## src/rtl/sfd_pkg.sv

```systemverilog
`default_nettype none
package sfd_pkg;
    // ==========================================================
    // Timing
    // ==========================================================
    localparam int CLK_PERIOD_NS = 10;
    localparam int RETRY_INTERVAL_US = 1000;
    localparam int RETRY_CYCLES = RETRY_INTERVAL_US * 1000 / CLK_PERIOD_NS;
    localparam int STANDBY_DELAY_US = 1000;
    localparam int STANDBY_CYCLES = STANDBY_DELAY_US * 1000 / CLK_PERIOD_NS;
    localparam int CURRENT_SENSE_RATIO = 1500;
    localparam int TIMER_W = 24;

    // ==========================================================
    // AXI4-Lite register map
    // ==========================================================
    localparam logic [7:0] CTRL_OFFSET = 8'h00;
    localparam logic [7:0] STATUS_OFFSET = 8'h04;
    localparam logic [7:0] SENSE_OFFSET = 8'h08;
    localparam logic [31:0] CTRL_RESET = 32'h0000_0000;
    localparam int CTRL_SW_EN_BIT = 0;
    localparam int CTRL_DIAG_EN_BIT = 1;
    localparam int CTRL_SEL_BIT = 2;
    localparam int CTRL_HOLD_BIT = 3;
    localparam logic [1:0] RESP_OKAY = 2'b00;
    localparam logic [1:0] RESP_SLVERR = 2'b10;

    // Sense output source
    typedef enum logic [1:0] {
        SFD_SRC_CURRENT,
        SFD_SRC_TEMP,
        SFD_SRC_FAULT
    } sfd_src_t;
endpackage : sfd_pkg
`default_nettype wire

```

## src/rtl/sfd_timer_if.sv

```systemverilog
`timescale 1ns/1ns
`default_nettype none
// Start/expiry handshake between controller and delay timers
interface sfd_timer_if;
    logic run;
    logic expired;
    modport ctrl (output run, input expired);
    modport timer (input run, output expired);
endinterface : sfd_timer_if
`default_nettype wire

```

## src/rtl/sfd_switch_diag.sv

```systemverilog
`timescale 1ns/1ns
`default_nettype none
// Notes on behaviour
// (RULE1) Reverse battery forces switch on
// (RULE2) Load dump keeps present switch state
// (RULE3) Latched fault holds off until hold low
// (RULE4) Auto-retry after fault clears and interval
// (RULE5) Fault shown until output nears supply
// (RULE6) Output stuck low keeps fault indefinitely
// (RULE7) Off-state comparator only diag high, switch low
// (RULE8) Open-load flag tracks comparator continuously
// (RULE9) Diag fall or enable rise clears
// (RULE10) Select low current, high temperature
// (RULE11) Current sense ratio is 1500
// (RULE12) Fault forces single fault level; code forces it only with select low, select high still shows temperature
// (RULE13) Report thermal, current limit, open load
// (RULE14) No open-load report while switch enabled
// (RULE15) Select high always shows temperature
// (RULE16) Sense high-impedance when diag low
// (RULE17) Leave fault when clear, hold low, timer
// (RULE18) Both low starts standby delay
// (RULE19) Current limit turns switch off immediately
// (RULE20) Timers configurable, sense as code plus flag
module sfd_switch_diag #(
    parameter int RETRY_LEN = sfd_pkg::RETRY_CYCLES,
    parameter int STANDBY_LEN = sfd_pkg::STANDBY_CYCLES,
    parameter int CUR_W = 16
) (
    input wire logic aclk,
    input wire logic aresetn,
    // AXI4-Lite slave
    input wire logic [7:0] s_axi_awaddr,
    input wire logic s_axi_awvalid,
    output logic s_axi_awready,
    input wire logic [31:0] s_axi_wdata,
    input wire logic [3:0] s_axi_wstrb,
    input wire logic s_axi_wvalid,
    output logic s_axi_wready,
    output logic [1:0] s_axi_bresp,
    output logic s_axi_bvalid,
    input wire logic s_axi_bready,
    input wire logic [7:0] s_axi_araddr,
    input wire logic s_axi_arvalid,
    output logic s_axi_arready,
    output logic [31:0] s_axi_rdata,
    output logic [1:0] s_axi_rresp,
    output logic s_axi_rvalid,
    input wire logic s_axi_rready,
    // Analog-side condition inputs (asynchronous)
    input wire logic reverse_battery_in,
    input wire logic over_temp_in,
    input wire logic current_limit_in,
    input wire logic open_load_cmp_in,
    input wire logic output_risen_in,
    input wire logic [CUR_W-1:0] load_current_in,
    // Switch and sense
    output logic switch_on,
    output logic open_load_probe_on,
    output sfd_pkg::sfd_src_t sense_src,
    output logic sense_hiz,
    output logic [CUR_W-1:0] sense_current,
    output logic standby
);
    import sfd_pkg::*;

    // ==========================================================
    // Input synchronisers (three stages, agree on last two)
    // ==========================================================
    localparam int NSYNC = 5;
    logic [NSYNC-1:0] raw_in;
    logic [NSYNC-1:0] s1;
    logic [NSYNC-1:0] s2;
    logic [NSYNC-1:0] s3;
    logic [NSYNC-1:0] clean;
    assign raw_in = {reverse_battery_in, over_temp_in, current_limit_in,
                     open_load_cmp_in, output_risen_in};

    genvar gi;
    generate
        for (gi = 0; gi < NSYNC; gi++) begin : g_sync
            // Hold last agreed value while stages disagree
            always_ff @(posedge aclk) begin
                if (!aresetn) begin
                    s1[gi] <= 1'b0;
                    s2[gi] <= 1'b0;
                    s3[gi] <= 1'b0;
                    clean[gi] <= 1'b0;
                end else begin
                    s1[gi] <= raw_in[gi];
                    s2[gi] <= s1[gi];
                    s3[gi] <= s2[gi];
                    if (s2[gi] == s3[gi]) begin
                        clean[gi] <= s3[gi];
                    end
                end
            end
        end
    endgenerate

    wire rev_batt = clean[4];
    wire over_temp = clean[3];
    wire cur_limit = clean[2];
    wire ol_cmp = clean[1];
    wire out_risen = clean[0];

    // Load current word: three stages, taken once two and three
    // agree, so a word torn mid-change never reaches the sense
    logic [CUR_W-1:0] cur_s1;
    logic [CUR_W-1:0] cur_s2;
    logic [CUR_W-1:0] cur_s3;
    logic [CUR_W-1:0] cur_clean;
    always_ff @(posedge aclk) begin
        if (!aresetn) begin
            cur_s1 <= '0;
            cur_s2 <= '0;
            cur_s3 <= '0;
            cur_clean <= '0;
        end else begin
            cur_s1 <= load_current_in;
            cur_s2 <= cur_s1;
            cur_s3 <= cur_s2;
            if (cur_s2 == cur_s3) begin
                cur_clean <= cur_s3;
            end
        end
    end

    // ==========================================================
    // Control register and AXI4-Lite slave
    // ==========================================================
    logic [31:0] ctrl;
    logic aw_held;
    logic w_held;
    logic [7:0] aw_addr;
    logic [31:0] w_data;
    logic [3:0] w_strb;
    wire sw_en = ctrl[CTRL_SW_EN_BIT];
    wire diag_enable_in = ctrl[CTRL_DIAG_EN_BIT];
    wire measure_select_in = ctrl[CTRL_SEL_BIT];
    wire fault_hold = ctrl[CTRL_HOLD_BIT];

    wire do_write = aw_held && w_held && !s_axi_bvalid;
    wire wr_hit = (aw_addr == CTRL_OFFSET);
    wire aw_take = s_axi_awvalid && s_axi_awready;
    wire w_take = s_axi_wvalid && s_axi_wready;

    function automatic logic [31:0] merge(input logic [31:0] old,
                                          input logic [31:0] nw,
                                          input logic [3:0] strb);
        logic [31:0] r;
        r = old;
        for (int b = 0; b < 4; b++) begin
            if (strb[b]) begin
                r[8*b +: 8] = nw[8*b +: 8];
            end
        end
        return r;
    endfunction : merge

    // Address and data accepted in either order, answer after both
    always_ff @(posedge aclk) begin
        if (!aresetn) begin
            aw_held <= 1'b0;
            w_held <= 1'b0;
            aw_addr <= 8'h00;
            w_data <= 32'h0000_0000;
            w_strb <= 4'h0;
            s_axi_awready <= 1'b0;
            s_axi_wready <= 1'b0;
            s_axi_bvalid <= 1'b0;
            s_axi_bresp <= RESP_OKAY;
            ctrl <= CTRL_RESET;
        end else begin
            s_axi_awready <= !aw_held && !aw_take && !s_axi_bvalid;
            s_axi_wready <= !w_held && !w_take && !s_axi_bvalid;
            if (aw_take) begin
                aw_held <= 1'b1;
                aw_addr <= s_axi_awaddr;
            end
            if (w_take) begin
                w_held <= 1'b1;
                w_data <= s_axi_wdata;
                w_strb <= s_axi_wstrb;
            end
            if (do_write) begin
                if (wr_hit) begin
                    ctrl <= merge(ctrl, w_data, w_strb) & 32'h0000_000F;
                end
                s_axi_bresp <= wr_hit ? RESP_OKAY : RESP_SLVERR;
                s_axi_bvalid <= 1'b1;
                aw_held <= 1'b0;
                w_held <= 1'b0;
            end else if (s_axi_bvalid && s_axi_bready) begin
                s_axi_bvalid <= 1'b0;
            end
        end
    end

    // ==========================================================
    // Fault state machine
    // ==========================================================
    typedef enum logic [1:0] {
        ST_STANDBY,
        ST_ACTIVE,
        ST_FAULT,
        ST_RETRY
    } sfd_state_t;
    sfd_state_t state;
    sfd_state_t next_state;

    sfd_timer_if retry_tif ();
    sfd_timer_if stby_tif ();
    sfd_timer #(.LENGTH(RETRY_LEN)) u_retry (
        .aclk(aclk),
        .aresetn(aresetn),
        .tif(retry_tif)
    );
    sfd_timer #(.LENGTH(STANDBY_LEN)) u_standby (
        .aclk(aclk),
        .aresetn(aresetn),
        .tif(stby_tif)
    );

    wire shutdown_cause = over_temp || cur_limit;
    assign retry_tif.run = (state == ST_FAULT); // RULE20
    assign stby_tif.run = !sw_en && !diag_enable_in; // RULE18 RULE20
    wire may_leave = !shutdown_cause && !fault_hold
                     && retry_tif.expired; // RULE3 RULE4 RULE17

    // Next state; current limit wins over every other path while the switch is enabled
    always_comb begin
        next_state = state;
        unique case (state)
            ST_STANDBY: begin
                if (shutdown_cause && sw_en) begin
                    next_state = ST_FAULT;
                end else if (sw_en || diag_enable_in) begin
                    next_state = ST_ACTIVE;
                end
            end
            ST_ACTIVE: begin
                if (shutdown_cause && sw_en) begin
                    next_state = ST_FAULT; // RULE19
                end else if (stby_tif.expired && stby_tif.run) begin
                    next_state = ST_STANDBY; // RULE18
                end
            end
            ST_FAULT: begin
                if (may_leave) begin
                    next_state = sw_en ? ST_RETRY : ST_ACTIVE; // RULE17
                end
            end
            ST_RETRY: begin
                if (shutdown_cause) begin
                    next_state = ST_FAULT;
                end else if (out_risen || !sw_en) begin
                    next_state = ST_ACTIVE; // RULE5
                end
            end
        endcase
    end

    always_ff @(posedge aclk) begin
        if (!aresetn) begin
            state <= ST_STANDBY;
        end else begin
            state <= next_state;
        end
    end

    // ==========================================================
    // Switch drive
    // ==========================================================
    // Load dump is not an input here: nothing but control, reverse battery and the
    // shutdown causes moves the switch, so its state is kept
    wire next_switch = rev_batt // RULE1
        || (sw_en && !shutdown_cause
            && (state == ST_ACTIVE || state == ST_RETRY
                || (state == ST_STANDBY))); // RULE2 RULE19

    // ==========================================================
    // Open-load / short-to-battery indication
    // ==========================================================
    logic diag_q;
    logic en_q;
    logic ol_flag;
    wire diag_fall = diag_q && !diag_enable_in;
    wire en_rise = !en_q && sw_en;
    wire ol_window = diag_enable_in && !sw_en; // RULE7 RULE14

    // Live comparator result; edges force a clear that cycle
    always_ff @(posedge aclk) begin
        if (!aresetn) begin
            diag_q <= 1'b0;
            en_q <= 1'b0;
            ol_flag <= 1'b0;
        end else begin
            diag_q <= diag_enable_in;
            en_q <= sw_en;
            if (diag_fall || en_rise) begin
                ol_flag <= 1'b0; // RULE9
            end else begin
                ol_flag <= ol_window && ol_cmp; // RULE7 RULE8
            end
        end
    end

    // ==========================================================
    // Sense mux
    // ==========================================================
    // Fault covers shutdown-and-waiting, retry before output rises
    // (stuck forever if shorted low) and open load
    wire shut_fault = (state == ST_FAULT) || (state == ST_RETRY); // RULE5 RULE6
    wire any_fault = shut_fault || ol_flag; // RULE13
    wire sfd_src_t next_src = measure_select_in ? SFD_SRC_TEMP // RULE15
        : (any_fault ? SFD_SRC_FAULT : SFD_SRC_CURRENT); // RULE10 RULE12
    wire [CUR_W-1:0] scaled = CUR_W'(cur_clean / CURRENT_SENSE_RATIO); // RULE11

    always_ff @(posedge aclk) begin
        if (!aresetn) begin
            switch_on <= 1'b0;
            open_load_probe_on <= 1'b0;
            sense_src <= SFD_SRC_CURRENT;
            sense_hiz <= 1'b1;
            sense_current <= '0;
            standby <= 1'b1;
        end else begin
            switch_on <= next_switch;
            open_load_probe_on <= ol_window; // RULE7
            sense_src <= next_src;
            sense_hiz <= !diag_enable_in; // RULE16
            sense_current <= scaled;
            standby <= (next_state == ST_STANDBY);
        end
    end

    // ==========================================================
    // Read channel
    // ==========================================================
    wire [31:0] status_word = {24'h00_0000, out_risen, rev_batt,
        ol_flag, cur_limit, over_temp, state == ST_RETRY,
        state == ST_FAULT, state == ST_STANDBY};
    wire [31:0] sense_word = {12'h000, 2'b00, sense_hiz,
        sense_src == SFD_SRC_FAULT, 16'(sense_current)};
    wire rd_ok = (s_axi_araddr == CTRL_OFFSET)
        || (s_axi_araddr == STATUS_OFFSET)
        || (s_axi_araddr == SENSE_OFFSET);
    wire [31:0] rd_word = (s_axi_araddr == CTRL_OFFSET) ? ctrl
        : (s_axi_araddr == STATUS_OFFSET) ? status_word
        : (s_axi_araddr == SENSE_OFFSET) ? sense_word : 32'h0000_0000;
    wire ar_take = s_axi_arvalid && s_axi_arready;

    always_ff @(posedge aclk) begin
        if (!aresetn) begin
            s_axi_arready <= 1'b0;
            s_axi_rvalid <= 1'b0;
            s_axi_rdata <= 32'h0000_0000;
            s_axi_rresp <= RESP_OKAY;
        end else begin
            s_axi_arready <= !s_axi_rvalid && !ar_take;
            if (ar_take) begin
                s_axi_rvalid <= 1'b1;
                s_axi_rdata <= rd_word;
                s_axi_rresp <= rd_ok ? RESP_OKAY : RESP_SLVERR;
            end else if (s_axi_rvalid && s_axi_rready) begin
                s_axi_rvalid <= 1'b0;
            end
        end
    end
endmodule : sfd_switch_diag
`default_nettype wire

```

## src/rtl/sfd_timer.sv

```systemverilog
`timescale 1ns/1ns
`default_nettype none
// ==========================================================
// Delay counter: counts while run, expired after LENGTH cycles
// ==========================================================
module sfd_timer #(
    parameter int LENGTH = 100
) (
    input wire logic aclk,
    input wire logic aresetn,
    sfd_timer_if.timer tif
);
    import sfd_pkg::*;
    logic [TIMER_W-1:0] count;
    localparam logic [TIMER_W-1:0] LAST = TIMER_W'(LENGTH - 1);

    // Restart whenever run drops, so each start sees a full delay
    always_ff @(posedge aclk) begin
        if (!aresetn || !tif.run) begin
            count <= '0;
            tif.expired <= 1'b0;
        end else if (count >= LAST) begin
            tif.expired <= 1'b1;
        end else begin
            count <= count + 1'b1;
        end
    end
endmodule : sfd_timer
`default_nettype wire

```

## config.mk

```make
export PLATFORM = sky130hd
export DESIGN_NAME = sfd_switch_diag
export DESIGN_NICKNAME = d
export VERILOG_FILES = /design/src/rtl/sfd_pkg.sv /design/src/rtl/sfd_timer_if.sv /design/src/rtl/sfd_switch_diag.sv /design/src/rtl/sfd_timer.sv
export SDC_FILE = /design/constraint.sdc
export NUM_CORES = 1
export LEC_CHECK = 0
export BUFFER_PORTS_ARGS = -buffer_cell sky130_fd_sc_hd__buf_2
export CAP_MARGIN = 20
export CELL_PAD_IN_SITES_DETAIL_PLACEMENT = 1
export CELL_PAD_IN_SITES_GLOBAL_PLACEMENT = 2
export CORE_AREA = 8 8 173 158
export CTS_CLUSTER_DIAMETER = 50
export DETAILED_ROUTE_END_ITERATION = 10
export DIE_AREA = 0 0 181 166
export GPL_ROUTABILITY_DRIVEN = 0
export PLACE_DENSITY_LB_ADDON = 0.08
export SLEW_MARGIN = 20
export SYNTH_ARGS = -nofsm -noshare
export SYNTH_HDL_FRONTEND = slang
export SYNTH_HIERARCHICAL = 1
export SYNTH_SLANG_ARGS = --single-unit
```

## constraint.sdc

```tcl
create_clock -name aclk -period 13.5 [get_ports aclk]
set_clock_uncertainty 0.1 [all_clocks]
set_input_delay 0 -clock aclk [delete_from_list [all_inputs] [get_ports aclk]]
set_output_delay 0 -clock aclk [all_outputs]
set_load 0.01 [all_outputs]
```

## Word-level counts from Yosys, hierarchy flattened

Cells that the tools add are included.

- Bits of input ports: 80
- Register bits: 221
- Word-level logic and storage cells: 152

- Bitwise gates (word level): 1
- Add/subtract/negate cells: 2
- Reductions and logical operators: 61
- Mux-type cells: 20
- Eq/ne operators: 12
- Magnitude comparators: 2
- Div/mod/pow operators: 1

Operators with widths:

| operator | number |
|---|---|
| 18-bit 2-to-1 mux | 3 |
| 24-bit by 1-bit adder with 24-bit output, second input constant | 2 |
| 24-bit by 17-bit greater-or-equal comparator with 1-bit output, second input constant | 2 |
| 16-bit by 11-bit divider with 32-bit output, second input constant | 1 |
| 1-bit logical AND | 23 |
| 2-bit 2-to-1 mux | 11 |
| 16-bit == test | 1 |
| 8-bit logical NOT | 2 |
| 1-bit logical NOT | 15 |
| 1-bit logical OR | 13 |
| 8-bit by 3-bit == test with 1-bit output, second input constant | 1 |
| 8-bit by 4-bit == test with 1-bit output, second input constant | 1 |
| 2-bit one-hot mux with 4 select lines | 1 |
| 2-bit == test, second input constant | 3 |
| 2-bit OR reduction | 3 |
| 1-bit == test | 5 |
| 1-bit 2-to-1 mux | 5 |
| 2-bit logical NOT | 2 |
| 2-bit nonzero test | 2 |
| 3-bit AND reduction | 1 |
| 2-bit by 1-bit == test with 1-bit output, second input constant | 1 |
| 1-bit NOT | 1 |

## Depth between registers and ports, before layout

Gate-level depths: netlist (run 1).

- Depth after elaboration: 7
- Mapped depth: 24
- Mapped depth without buffers: 19

## By module

The synthesis (run 1) kept the hierarchy.

By module, submodules not included:

| module | cells an instance | instances | area an instance (µm²) | sequential area each (µm²) |
|---|---|---|---|---|
| sfd_switch_diag | 761 | 1 | 6620.1 | 2702.6 |
| sfd_timer | 124 | 2 | 1116.1 | 500.5 |

## Worst setup path after synthesis (run 1)

Ideal clock, no wire load.

- Path type: register to register
- Start point: register cur_clean[14]
- End point: register sense_current[0]
- Clock period less this slack: 5.552 ns
- Stages on the path, launching flop included: 23
- Path slack: 7.948 ns
- Arrival: 5.367 ns
- Path through: dfxtp_1 -> buf_2 -> clkbuf_1 -> a41oi_1 -> o21ai_2 -> ha_1 -> or4_4 -> a22oi_4 -> a21oi_2 -> or3_1 -> a31o_1 -> or2_4 -> nor4_2 -> nor3_1 -> or4_1 -> buf_2 -> nand3_1 -> o211ai_2 -> o41ai_4 -> a21oi_2 -> o21ai_1 -> a2bb2oi_1 -> o31ai_2

- Word-level cells in the longest chain between the ends: 1

Ends and longest elaborated chain:

| element | line | RTL |
|---|---|---|
| start: declaration | sfd_switch_diag.sv:111 | `logic [CUR_W-1:0] cur_clean;` |
| start signal: assignment | sfd_switch_diag.sv:123 | `cur_clean <= cur_s3;` |
| 16-bit by 11-bit divider with 32-bit output | sfd_switch_diag.sv:317 | `wire [CUR_W-1:0] scaled = CUR_W'(cur_clean / CURRENT_SENSE_RATIO);` |
| end signal: assignment | sfd_switch_diag.sv:332 | `sense_current <= scaled;` |
| end: declaration | sfd_switch_diag.sv:61 | `output logic [CUR_W-1:0] sense_current,` |

No other way between the ends.
A chain may end at the register's enable or synchronous reset.

## Worst setup path in the final report (run 1)

- Start point: register cur_clean[8]
- End point: register sense_current[0]

The elaborated chain is that of the path after synthesis.

==> results.cfg, run 1 <==
[outcome]
status = finished clean

[routing]
drcViolationCount = 0
avgRoutedWirePerCell_um = 16.73
num_vias = 7494
drt-initial-drc-count = 361
detail-route-antenna-nets = 0
wl_um = 24070
drtPass1Iterations = 4
vias_per_cell = 5.208

[layout]
fin_cells = 1439
drive_gt1_share_pct = 13.94
fillCellCount = 2904
area_growth_pct = 18.13
fin_util_pct = 42.45
diodes = 0
multi_input_area_um2 = 4748
seq_area_um2 = 3704
final_nets = 1196

[timing]
setup_viol = 0
hold_viol = 0
fin_crit_ps = 7351
fin_ws_ps = 6149
slew_headroom_pct = 42.24
worst_pin_slew_ps = 860.6
slew_viol_final = 0
grt_setup_unrepaired = no
fmax_mhz = 136.0
setup_tns_ps = 0
period_share_pct = 54.45

[global_route]
grt_pass1_vias = 7825
grt_overflow_total = 0
grt_usage_pct = 16.31
grt_max_degree = 88
grt_pass1_wl_um = 41080
antenna_found_initial = 0

[cts]
clock_latency_ps = 430
htreeDepth = 4
numCtsBuffers = 17
ctsLongestPathBuffers = 2
cts_root_buf = clkbuf_16
cts_tree = done
clock-sinks = 185
cts_setup_buffers = 0
clk_pin_slew_worst_paths_ps = 80

[power]
max-vdd-ir-drop_mv = 0.08195
p_sw_share_pct = 24.64
p_seq_share_pct = 49.8
power_w = 0.001139
pwr-share-comb_pct = 5.9
p_sw_w = 0.0002807
clkPwrFrac_pct = 44.2
p_int_w = 0.0008586
p_per_area_nw_per_um2 = 108.9
power_leakage_nw = 4.409

[worst_setup_path]
cp-end-kind = register
path_cells = nand3_1 > o21ai_2 > ha_1 > or4_4 > a22o_1 > o21ai_1 > o32ai_1 > o211a_1 > and2_1 > nor2_1 > o211ai_1 > a21oi_2 > nand3_1 > a211o_1 > o41ai_4 > a21o_1 > nand2_1 > a2bb2oi_1 > o31ai_2
critPathSlowestCell = o21ai_1
crit_required_ps = 13680
critPathMostFrequentCell = nand3_1
critical_path.max_fanout = 17
cp-start-kind = register
crit_arrival_ps = 7530
worstSetupPathType = reg2reg
worst_path_largest_cell_delay_ps = 680

[worst_hold_path]
hp-class = in2reg

[floorplanning]
core_area_um2 = 24640
die_w_um = 181
rows = 55
die_h_um = 166
pin_count = 143
die-area_um2 = 30050
initial_core_util_pct = 35.93

[yosys]
yosysSeqAreaShare_pct = 41.84
synth_warnings = 6
ys.flop_type = dfxtp_1
synth-edff-count = 0
ys_ff_latch = 185
syn_inst = 1009
syn_avg_cell_area_um2 = 8.773
async_flop_share_pct = 0
ys_types = 83
syn_area_um2 = 8852

[placement]
dp_hpwl_um = 17150
dp.cells = 1351
io_buffer_count = 77
dp_slack_ps = 6218

[job]
max_cap_viol_count = 0
==> through the flow <==
stage	area, um^2	hold WS, ps
after detailed placement	9304	111.5
final	10460	47.94
after global placement	9293	108.6
after floorplan	8976	-10.52
after global routing	10460	51.83
after CTS	10460	16.73
==> area by class of cell <==
cell class,instances,share of cell area [%]
inverter,11,0.3948
tap,313,3.745
clock inverter,13,1.436
sequential,185,35.42
multi-input combinational,761,45.41
clock buffer,19,4.235
timing repair buffer,137,9.368
==> power groups by stage <==
| stage | clock (W) | sequential [W] | combinational, W |
|---|---|---|---|
| 2_1_floorplan | 0 | 0.000578 | 0.0000447 |
| 3_3_place_gp | 0 | 0.000580 | 0.0000554 |
| 3_5_place_dp | 0 | 0.000581 | 0.0000560 |
| 4_1_cts | 0.000522 | 0.000568 | 0.0000681 |
| 5_1_grt | 0.000542 | 0.000569 | 0.0000759 |
| 6_report | 0.000504 | 0.000568 | 0.0000678 |
==> routing by layer <==
metal	GRT usage [%]	up-vias	wire (um)	part of all wire [%]
li1	-	3774	-	-
met1	21.97	3624	12160	51
met2	26.83	85	11120	46
met3	2.800	11	648	2.7
met4	3.848	0	142	0.59
met5	0	-	0	0
==> Yosys cell counts (5+ instances only) <==
| library cell | instances | area share [%] |
|---|---|---|
| and2_1 | 78 | 5.5 |
| xor2_1 | 19 | 1.9 |
| a211oi_1 | 5 | 0.42 |
| clkbuf_1 | 32 | 1.4 |
| nor3_1 | 20 | 1.1 |
| nand3_1 | 47 | 2.7 |
| o211a_1 | 5 | 0.57 |
| a31o_2 | 10 | 0.99 |
| o31ai_1 | 8 | 0.68 |
| nor2_1 | 88 | 3.7 |
| a31oi_1 | 14 | 0.99 |
| and3_1 | 22 | 1.6 |
| a211o_1 | 5 | 0.49 |
| a21oi_1 | 49 | 2.8 |
| dfxtp_1 | 185 | 42 |
| inv_1 | 11 | 0.47 |
| buf_4 | 35 | 3.0 |
| o21ai_0 | 26 | 1.5 |
| buf_2 | 14 | 0.79 |
| nor2b_1 | 11 | 0.78 |
| o22ai_1 | 8 | 0.57 |
| and4_1 | 6 | 0.59 |
| nand2_1 | 86 | 3.6 |
| or2_2 | 6 | 0.42 |
| a22o_1 | 5 | 0.49 |
| nor4_1 | 28 | 2.0 |
| xnor2_1 | 27 | 2.7 |
| a21o_1 | 6 | 0.51 |
| nand4_1 | 11 | 0.78 |
| o211ai_1 | 5 | 0.42 |
| mux2i_1 | 31 | 3.5 |
| or4_1 | 6 | 0.51 |
| nand2b_1 | 6 | 0.42 |
==> timing repair <==
item | in CTS | in global routing
resized for setup | 0 | 0
endpoints found under the hold margin | 43 | 0
hold buffers | 56 | 0
endpoints found under the setup margin | 0 | 0
==> worst paths after layout <==
path,start,end,slack [ps],depth (start not counted)
worst max-delay path,cur_clean[8]$_SDFFE_PN0N_,sense_current[0]$_SDFF_PN0_,6150,19
worst min-delay path,s_axi_arvalid,s_axi_arready$_SDFF_PN0_,50,3
worst max register to register,cur_clean[8]$_SDFFE_PN0N_,sense_current[0]$_SDFF_PN0_,6150,19
worst min register to register,cur_s1[14]$_SDFF_PN0_,cur_s2[14]$_SDFF_PN0_,330,1
==> critical path: cells and delay by family (launching register included) <==
| family | cells | cell delay (ps) |
|---|---|---|
| and+or+nand+nor | 6 | 2060 |
| DFF | 1 | 660 |
| AOI/OAI and AO/OA | 12 | 4030 |
| adders and majority gates | 1 | 350 |
==> flip-flops by register name (all words and copies together) (netlist names), 8 cells and up <==
register and flops:
aw_addr 8, cur_s3 16, s_axi_rdata 10, u_retry/count 24, cur_s1 16, cur_clean 16, u_standby/count 24, cur_s2 16
==> cells in the final DEF (no fill, tap or decap), drive strengths merged, types with 8 or more instances in the layout <==
cell,n
dfxtp,185
nor2,88
nand2,86
buf,81
and2,78
dlygate4sd3,56
a21oi,52
nand3,47
conb,34
mux2i,31
o21ai,30
nor4,29
xnor2,27
and3,26
nor3,24
xor2,19
clkbuf,19
inv,17
a31oi,15
nand4,11
nor2b,11
a31o,11
o31ai,9
or2,9
o22ai,8
==> kinds of logic (layout without fill, tap and decap cells) <==
family	Yosys count	count (layout)	synth area share (%)
other	1	34	0.04236
xor gates and xnor gates	46	46	4.551
buffers and inverters	96	180	5.922
adders and majority gates	4	4	0.5372
muxes	34	34	3.887
DFF	185	185	41.84
and+or+nand+nor	439	439	26.30
AOI/OAI and AO/OA	204	204	16.92
Power figures use the tool's default switching activity.
==> run 2: changes to the inputs <==
--- a/config.mk
+++ b/config.mk
@@ -5,14 +5,15 @@
 export SDC_FILE = /design/constraint.sdc
 export NUM_CORES = 1
 export LEC_CHECK = 0
+export ABC_AREA = 1
 export BUFFER_PORTS_ARGS = -buffer_cell sky130_fd_sc_hd__buf_2
 export CAP_MARGIN = 20
 export CELL_PAD_IN_SITES_DETAIL_PLACEMENT = 1
 export CELL_PAD_IN_SITES_GLOBAL_PLACEMENT = 2
-export CORE_AREA = 8 8 173 158
+export CORE_AREA = 8 8 191 174
 export CTS_CLUSTER_DIAMETER = 50
 export DETAILED_ROUTE_END_ITERATION = 10
-export DIE_AREA = 0 0 181 166
+export DIE_AREA = 0 0 199 182
 export GPL_ROUTABILITY_DRIVEN = 0
 export PLACE_DENSITY_LB_ADDON = 0.08
 export SLEW_MARGIN = 20
==> constraint.sdc (replaced) <==
create_clock -name aclk -period 7.7 [get_ports aclk]
set_clock_uncertainty 0.1 [all_clocks]
set_input_delay 0 -clock aclk [delete_from_list [all_inputs] [get_ports aclk]]
set_output_delay 0 -clock aclk [all_outputs]
set_load 0.01 [all_outputs]
==> results.cfg, run 2 <==
[outcome]
status = finished clean

[yosys]
ys_types = 48
ys_ff_latch = 185
synth-edff-count = 0
synth_commonest_cells = nand2_1, inv_1, dfxtp_1
synth_top_cell_by_area = dfxtp_1
ys_top_cells_by_area = dfxtp_1, nand2_1, inv_1
synth_warnings = 6
yosysMostFrequentCell = nand2_1
syn_area_um2 = 9438
syn_inst = 1367
yosysSeqAreaShare_pct = 39.24
syn_avg_cell_area_um2 = 6.904
yosysTopAreaCellShare_pct = 39.24
async_flop_share_pct = 0
ys.flop_type = dfxtp_1

[floorplanning]
die-area_um2 = 36220
rows = 60
die_w_um = 199
initial_core_util_pct = 31.67
pin_count = 143
die_h_um = 182
core_area_um2 = 29800

[power]
pwr-share-comb_pct = 15.9
p_sw_w = 0.0006794
p_per_area_nw_per_um2 = 202.5
p_int_w = 0.001592
power_leakage_nw = 5.291
max-vdd-ir-drop_mv = 0.1735
p_sw_share_pct = 29.92
clkPwrFrac_pct = 39.5
p_seq_share_pct = 44.7

[layout]
drive_gt1_share_pct = 13.94
reg.largest.list = u_retry/count x24, u_standby/count x24
area_growth_pct = 18.83
layout_commonest_cell = nand2_1
fin_area_um2 = 11210
diodes = 0
final_nets = 1576
fillCellCount = 3844
final_cell_mix = nand2_1, inv_1, dfxtp_1
fin_cells = 1909

[timing]
fin_crit_ps = 5173
fmax_mhz = 193.3
worst_pin_slew_ps = 1026
fin_ws_ps = 2527
grt_setup_unrepaired = no
period_share_pct = 67.18
slew_headroom_pct = 30.97
setup_viol = 0
setup_tns_ps = 0
slew_viol_final = 0
hold_viol = 0

[worst_setup_path]
critical_path.max_fanout = 11
crit_arrival_ps = 5370
worstSetupEndpoint = sense_current[0]$_SDFF_PN0_
worstSetupPathType = reg2reg
r2r_slack_ps = 2530
startpoint = cur_clean[8]$_SDFFE_PN0N_
worst_path_largest_cell_delay_ps = 400
r2r-start = cur_clean[8]$_SDFFE_PN0N_
critPathSlowestCell = dfxtp_1
rr_endpoint = sense_current[0]$_SDFF_PN0_
ff2ff_path_depth = 39
crit_required_ps = 7900
cp-start-kind = register
cp-end-kind = register
critPathMostFrequentCell = nand2_1

[cts]
clock-sinks = 185
post_cts_resized = 0
numCtsBuffers = 17
htreeDepth = 4
clk_pin_slew_worst_paths_ps = 70
clock_latency_ps = 440
ctsLongestPathBuffers = 2
cts_root_buf = clkbuf_16
cts_tree = done

[routing]
drt-initial-drc-count = 293
wl_um = 25820
num_vias = 8490
drtPass1Iterations = 4
drcViolationCount = 0
avgRoutedWirePerCell_um = 13.53
detail-route-antenna-nets = 0
vias_per_cell = 4.447

[global_route]
grt_max_degree = 82
antenna_found_initial = 0
grt_usage_pct = 14.72
grt_pass1_vias = 8770
grt_pass1_wl_um = 43700
grt_overflow_total = 0

[placement]
io_buffer_count = 77
dp_hpwl_um = 19350
placed_area_um2 = 10090
dp_slack_ps = 2477
dp.cells = 1824

[worst_hold_path]
hp-class = in2reg
min_from = s_axi_awvalid

[job]
max_cap_viol_count = 0
## run 2: cell types whose count changed after synthesis, sizes merged, moves of 38 or more
| cell | before | now |
|---|---|---|
| o21ai | 30 | 74 |
| nand3 | 47 | 85 |
| nand2 | 86 | 391 |
| inv | 11 | 206 |
| and2 | 78 | 2 |
| nor2 | 88 | 180 |
## run 2: power by group through the flow
stage                     Sequential (W)  Combinational [W]  Clock (W)
after global placement           0.00104           0.000338          0
after CTS                        0.00101           0.000365   0.000935
after floorplan                  0.00103           0.000272          0
final                            0.00101           0.000360   0.000897
after detailed placement         0.00104           0.000342          0
after global routing             0.00102           0.000412   0.000973
## run 2: repair_timing
| item | in CTS | in global routing |
|---|---|---|
| endpoints found under the hold margin | 67 | 0 |
| hold buffers | 53 | 0 |
| buffers inserted | 0 | 0 |
## run 2: cell type report
type	count	area [um^2]	area share, %
repair buffers	133	940.9	8.390
well taps	403	504.2	4.496
flip-flops and latches	185	3704	33.02
clock inverters	14	156.4	1.395
multi-input cells	947	4678	41.72
inverters	209	792.0	7.062
clock buffers	18	439.2	3.916
## run 2: per-stage QoR
step	hold slack, ps	util, %	total power, W
after CTS	0.5318	37.63	0.002314
final	11.31	37.63	0.002271
after global routing	76.26	37.63	0.002404
after detailed placement	88.03	33.85	0.001378
after floorplan	-2.369	-	0.001305
after global placement	79.28	33.85	0.001375
## run 2: worst min path at each step
stage	to	slack, ps	depth (start not counted)
5_1_grt	s_axi_wready$_SDFF_PN0_	80	4
3_3_place_gp	cur_s1[1]$_SDFF_PN0_	80	3
2_1_floorplan	cur_s1[0]$_SDFF_PN0_	-2	2
6_report	aw_addr[6]$_SDFFE_PN0P_	10	4
4_1_cts	s_axi_wready$_SDFF_PN0_	0.5	4
3_5_place_dp	s1[3]$_SDFF_PN0_	90	3
## run 2: routing by layer
metal | part of all wire, % | up-vias | GRT usage, %
met2 | 44 | 73 | 23.84
met5 | 0 | - | 0
met4 | 0.90 | 0 | 3.437
met3 | 2.5 | 13 | 2.736
li1 | - | 4467 | -
met1 | 52 | 3937 | 19.94
## run 2: cell families (layout without fill, tap and decap cells)
group           after synthesis  count (layout)  share of synthesized area [%]
other cells                   1              34                        0.03973
xor+xnor                     37              37                          3.434
fa+ha+maj                     3               3                         0.3978
compound gates              160             160                          9.532
simple gates                713             713                          34.85
buf+inv                     268             374                          12.50
flops                       185             185                          39.24
## run 2: worst max-delay path, delay by kind of cell (launching register included)
family,cells,cell delay [ps]
and+or+nand+nor,28,3200
buffers and inverters,6,630
adders and majority gates,1,220
DFF,1,400
AOI/OAI and AO/OA,4,460
==> run 3: changes to the inputs <==
--- a/config.mk
+++ b/config.mk
@@ -10,10 +10,10 @@
 export CAP_MARGIN = 20
 export CELL_PAD_IN_SITES_DETAIL_PLACEMENT = 1
 export CELL_PAD_IN_SITES_GLOBAL_PLACEMENT = 2
-export CORE_AREA = 8 8 191 174
+export CORE_AREA = 8 8 200 183
 export CTS_CLUSTER_DIAMETER = 50
 export DETAILED_ROUTE_END_ITERATION = 10
-export DIE_AREA = 0 0 199 182
+export DIE_AREA = 0 0 208 191
 export GPL_ROUTABILITY_DRIVEN = 0
 export PLACE_DENSITY_LB_ADDON = 0.08
 export SLEW_MARGIN = 20
==> constraint.sdc (replaced) <==
create_clock -name aclk -period 4.4 [get_ports aclk]
set_clock_uncertainty 0.1 [all_clocks]
set_input_delay 0 -clock aclk [delete_from_list [all_inputs] [get_ports aclk]]
set_output_delay 0 -clock aclk [all_outputs]
set_load 0.01 [all_outputs]
==> results.cfg, run 3 (same netlist as run 2, synthesis figures left out) <==
[worst_setup_path]
worst_path_largest_cell_delay_ps = 340
critical_path.max_fanout = 8
critPathSlowestCell = dfxtp_2
cp-start-kind = register
cp.buffers_inverters = 6
crit_required_ps = 4670
crit_family = simple AND/OR/NAND/NOR gates
worstSetupPathType = reg2reg
cp-end-kind = register
crit_arrival_ps = 4780

[worst_hold_path]
hp-class = in2reg

[floorplanning]
die_h_um = 191
die_w_um = 208
initial_core_util_pct = 28.33
rows = 64
core_area_um2 = 33310
die-area_um2 = 39730
pin_count = 143

[timing]
grt_setup_unrepaired = yes
period_share_pct = 102.5
setup_viol = 1
slew_viol_final = 0
fmax_mhz = 221.7
fin_ws_ps = -109.7
slew_headroom_pct = 30.68
setup_tns_ps = -109.7
fin_crit_ps = 4510
hold_viol = 1
holdWs_ps = -15.09
worst_pin_slew_ps = 1037

[layout]
fin_area_um2 = 12810
fillCellCount = 4227
seq_area_um2 = 3720
area_growth_pct = 35.78
drive_gt1_share_pct = 26.03
multi_input_area_um2 = 5122
final_nets = 1718
final_cell_mix = nand2_1, inv_1, dfxtp_1
reg.largest.list = u_retry/count x24, u_standby/count x24
layout_commonest_cell = nand2_1
fin_cells = 2077
diodes = 0

[job]
max_cap_viol_count = 0

[routing]
drt-initial-drc-count = 289
num_vias = 9131
detail-route-antenna-nets = 0
drtPass1Iterations = 5
wl_um = 29020
avgRoutedWirePerCell_um = 13.97
drcViolationCount = 0
met3_length_um = 510
wl_met1_um = 14500
top_layer = met4
route.met2.wl_um = 13640
vias_per_cell = 4.396

[cts]
clock_latency_ps = 430
cts_tree = done
cts_root_buf = clkbuf_16
clk_pin_slew_worst_paths_ps = 80
htreeDepth = 4
numCtsBuffers = 17
ctsLongestPathBuffers = 2
clock-sinks = 185

[placement]
dp_hpwl_um = 21200
io_buffer_count = 77
dp.cells = 1948
dp_slack_ps = -197.0
placed_area_um2 = 10860

[global_route]
grt_max_degree = 91
antenna_found_initial = 0
grt_overflow_total = 0
grt_pass1_wl_um = 47630
grt_pass1_vias = 9333
grt_usage_pct = 14.54

[power]
power_leakage_nw = 6.159
p_per_area_nw_per_um2 = 334.2
max-vdd-ir-drop_mv = 0.2788

[outcome]
status = finished with violations
violations = negative hold slack, negative setup slack
==> run 3: per-layer routing <==
metal  up-vias  global-route usage, %
met4         0                  3.328
li1       4768                      -
met5         -                      0
met1      4274                  19.27
met2        71                  24.51
met3        18                  2.475
==> run 3: timing repair <==
action	CTS	global route
gates resized for setup	80	62
endpoints found under the hold margin	49	0
buffers inserted	30	11
hold buffers	55	0
pin swaps	46	53
cloned	3	0
setup endpoints to repair	1	2
==> run 3: through the flow <==
stage	total power (W)	utilization (%)	hold slack, ps
after floorplan	0.002284	-	-2.369
after global placement	0.002567	32.59	86.95
after detailed placement	0.002574	32.59	89.13
after CTS	0.004282	37.52	1.737
after global routing	0.004524	38.47	10.44
final	0.004283	38.47	-15.09
==> run 3: path summary, 6_finish.rpt <==
| check | end | cells after the start | from | slack (ps) |
|---|---|---|---|---|
| worst max-delay path | sense_current[0]$_SDFF_PN0_ | 34 | cur_clean[10]$_SDFFE_PN0N_ | -110 |
| worst min-delay path | s_axi_rdata[1]$_SDFFE_PN0P_ | 5 | s_axi_araddr[2] | -20 |
| worst max register to register | sense_current[0]$_SDFF_PN0_ | 34 | cur_clean[10]$_SDFFE_PN0N_ | -110 |
| worst min register to register | s2[3]$_SDFF_PN0_ | 2 | s1[3]$_SDFF_PN0_ | 310 |
==> run 3: cell type report <==
| type | count | share of cell area, % |
|---|---|---|
| clock buffers | 22 | 3.700 |
| repair inverters | 1 | 0.02929 |
| flip-flops and latches | 185 | 29.03 |
| well taps | 429 | 4.189 |
| multi-input cells | 949 | 39.97 |
| repair buffers | 272 | 16.00 |
| inverters | 209 | 6.239 |
| clock inverters | 10 | 0.8397 |
==> run 3: where the power goes <==
group | switching (W) | leakage [nW] | internal [W] | total (W)
combinational | 0.000514 | 4.36 | 0.000437 | 0.000951
clock | 0.000714 | 0.288 | 0.000841 | 0.00156
sequential | 0.0000416 | 1.51 | 0.00173 | 0.00178
==> run 3: worst min-delay path, stage by stage <==
cell	delay, ps
buf_2	100
nor4_2	80
inv_1	90
o21ai_0	70
o21ai_0	140
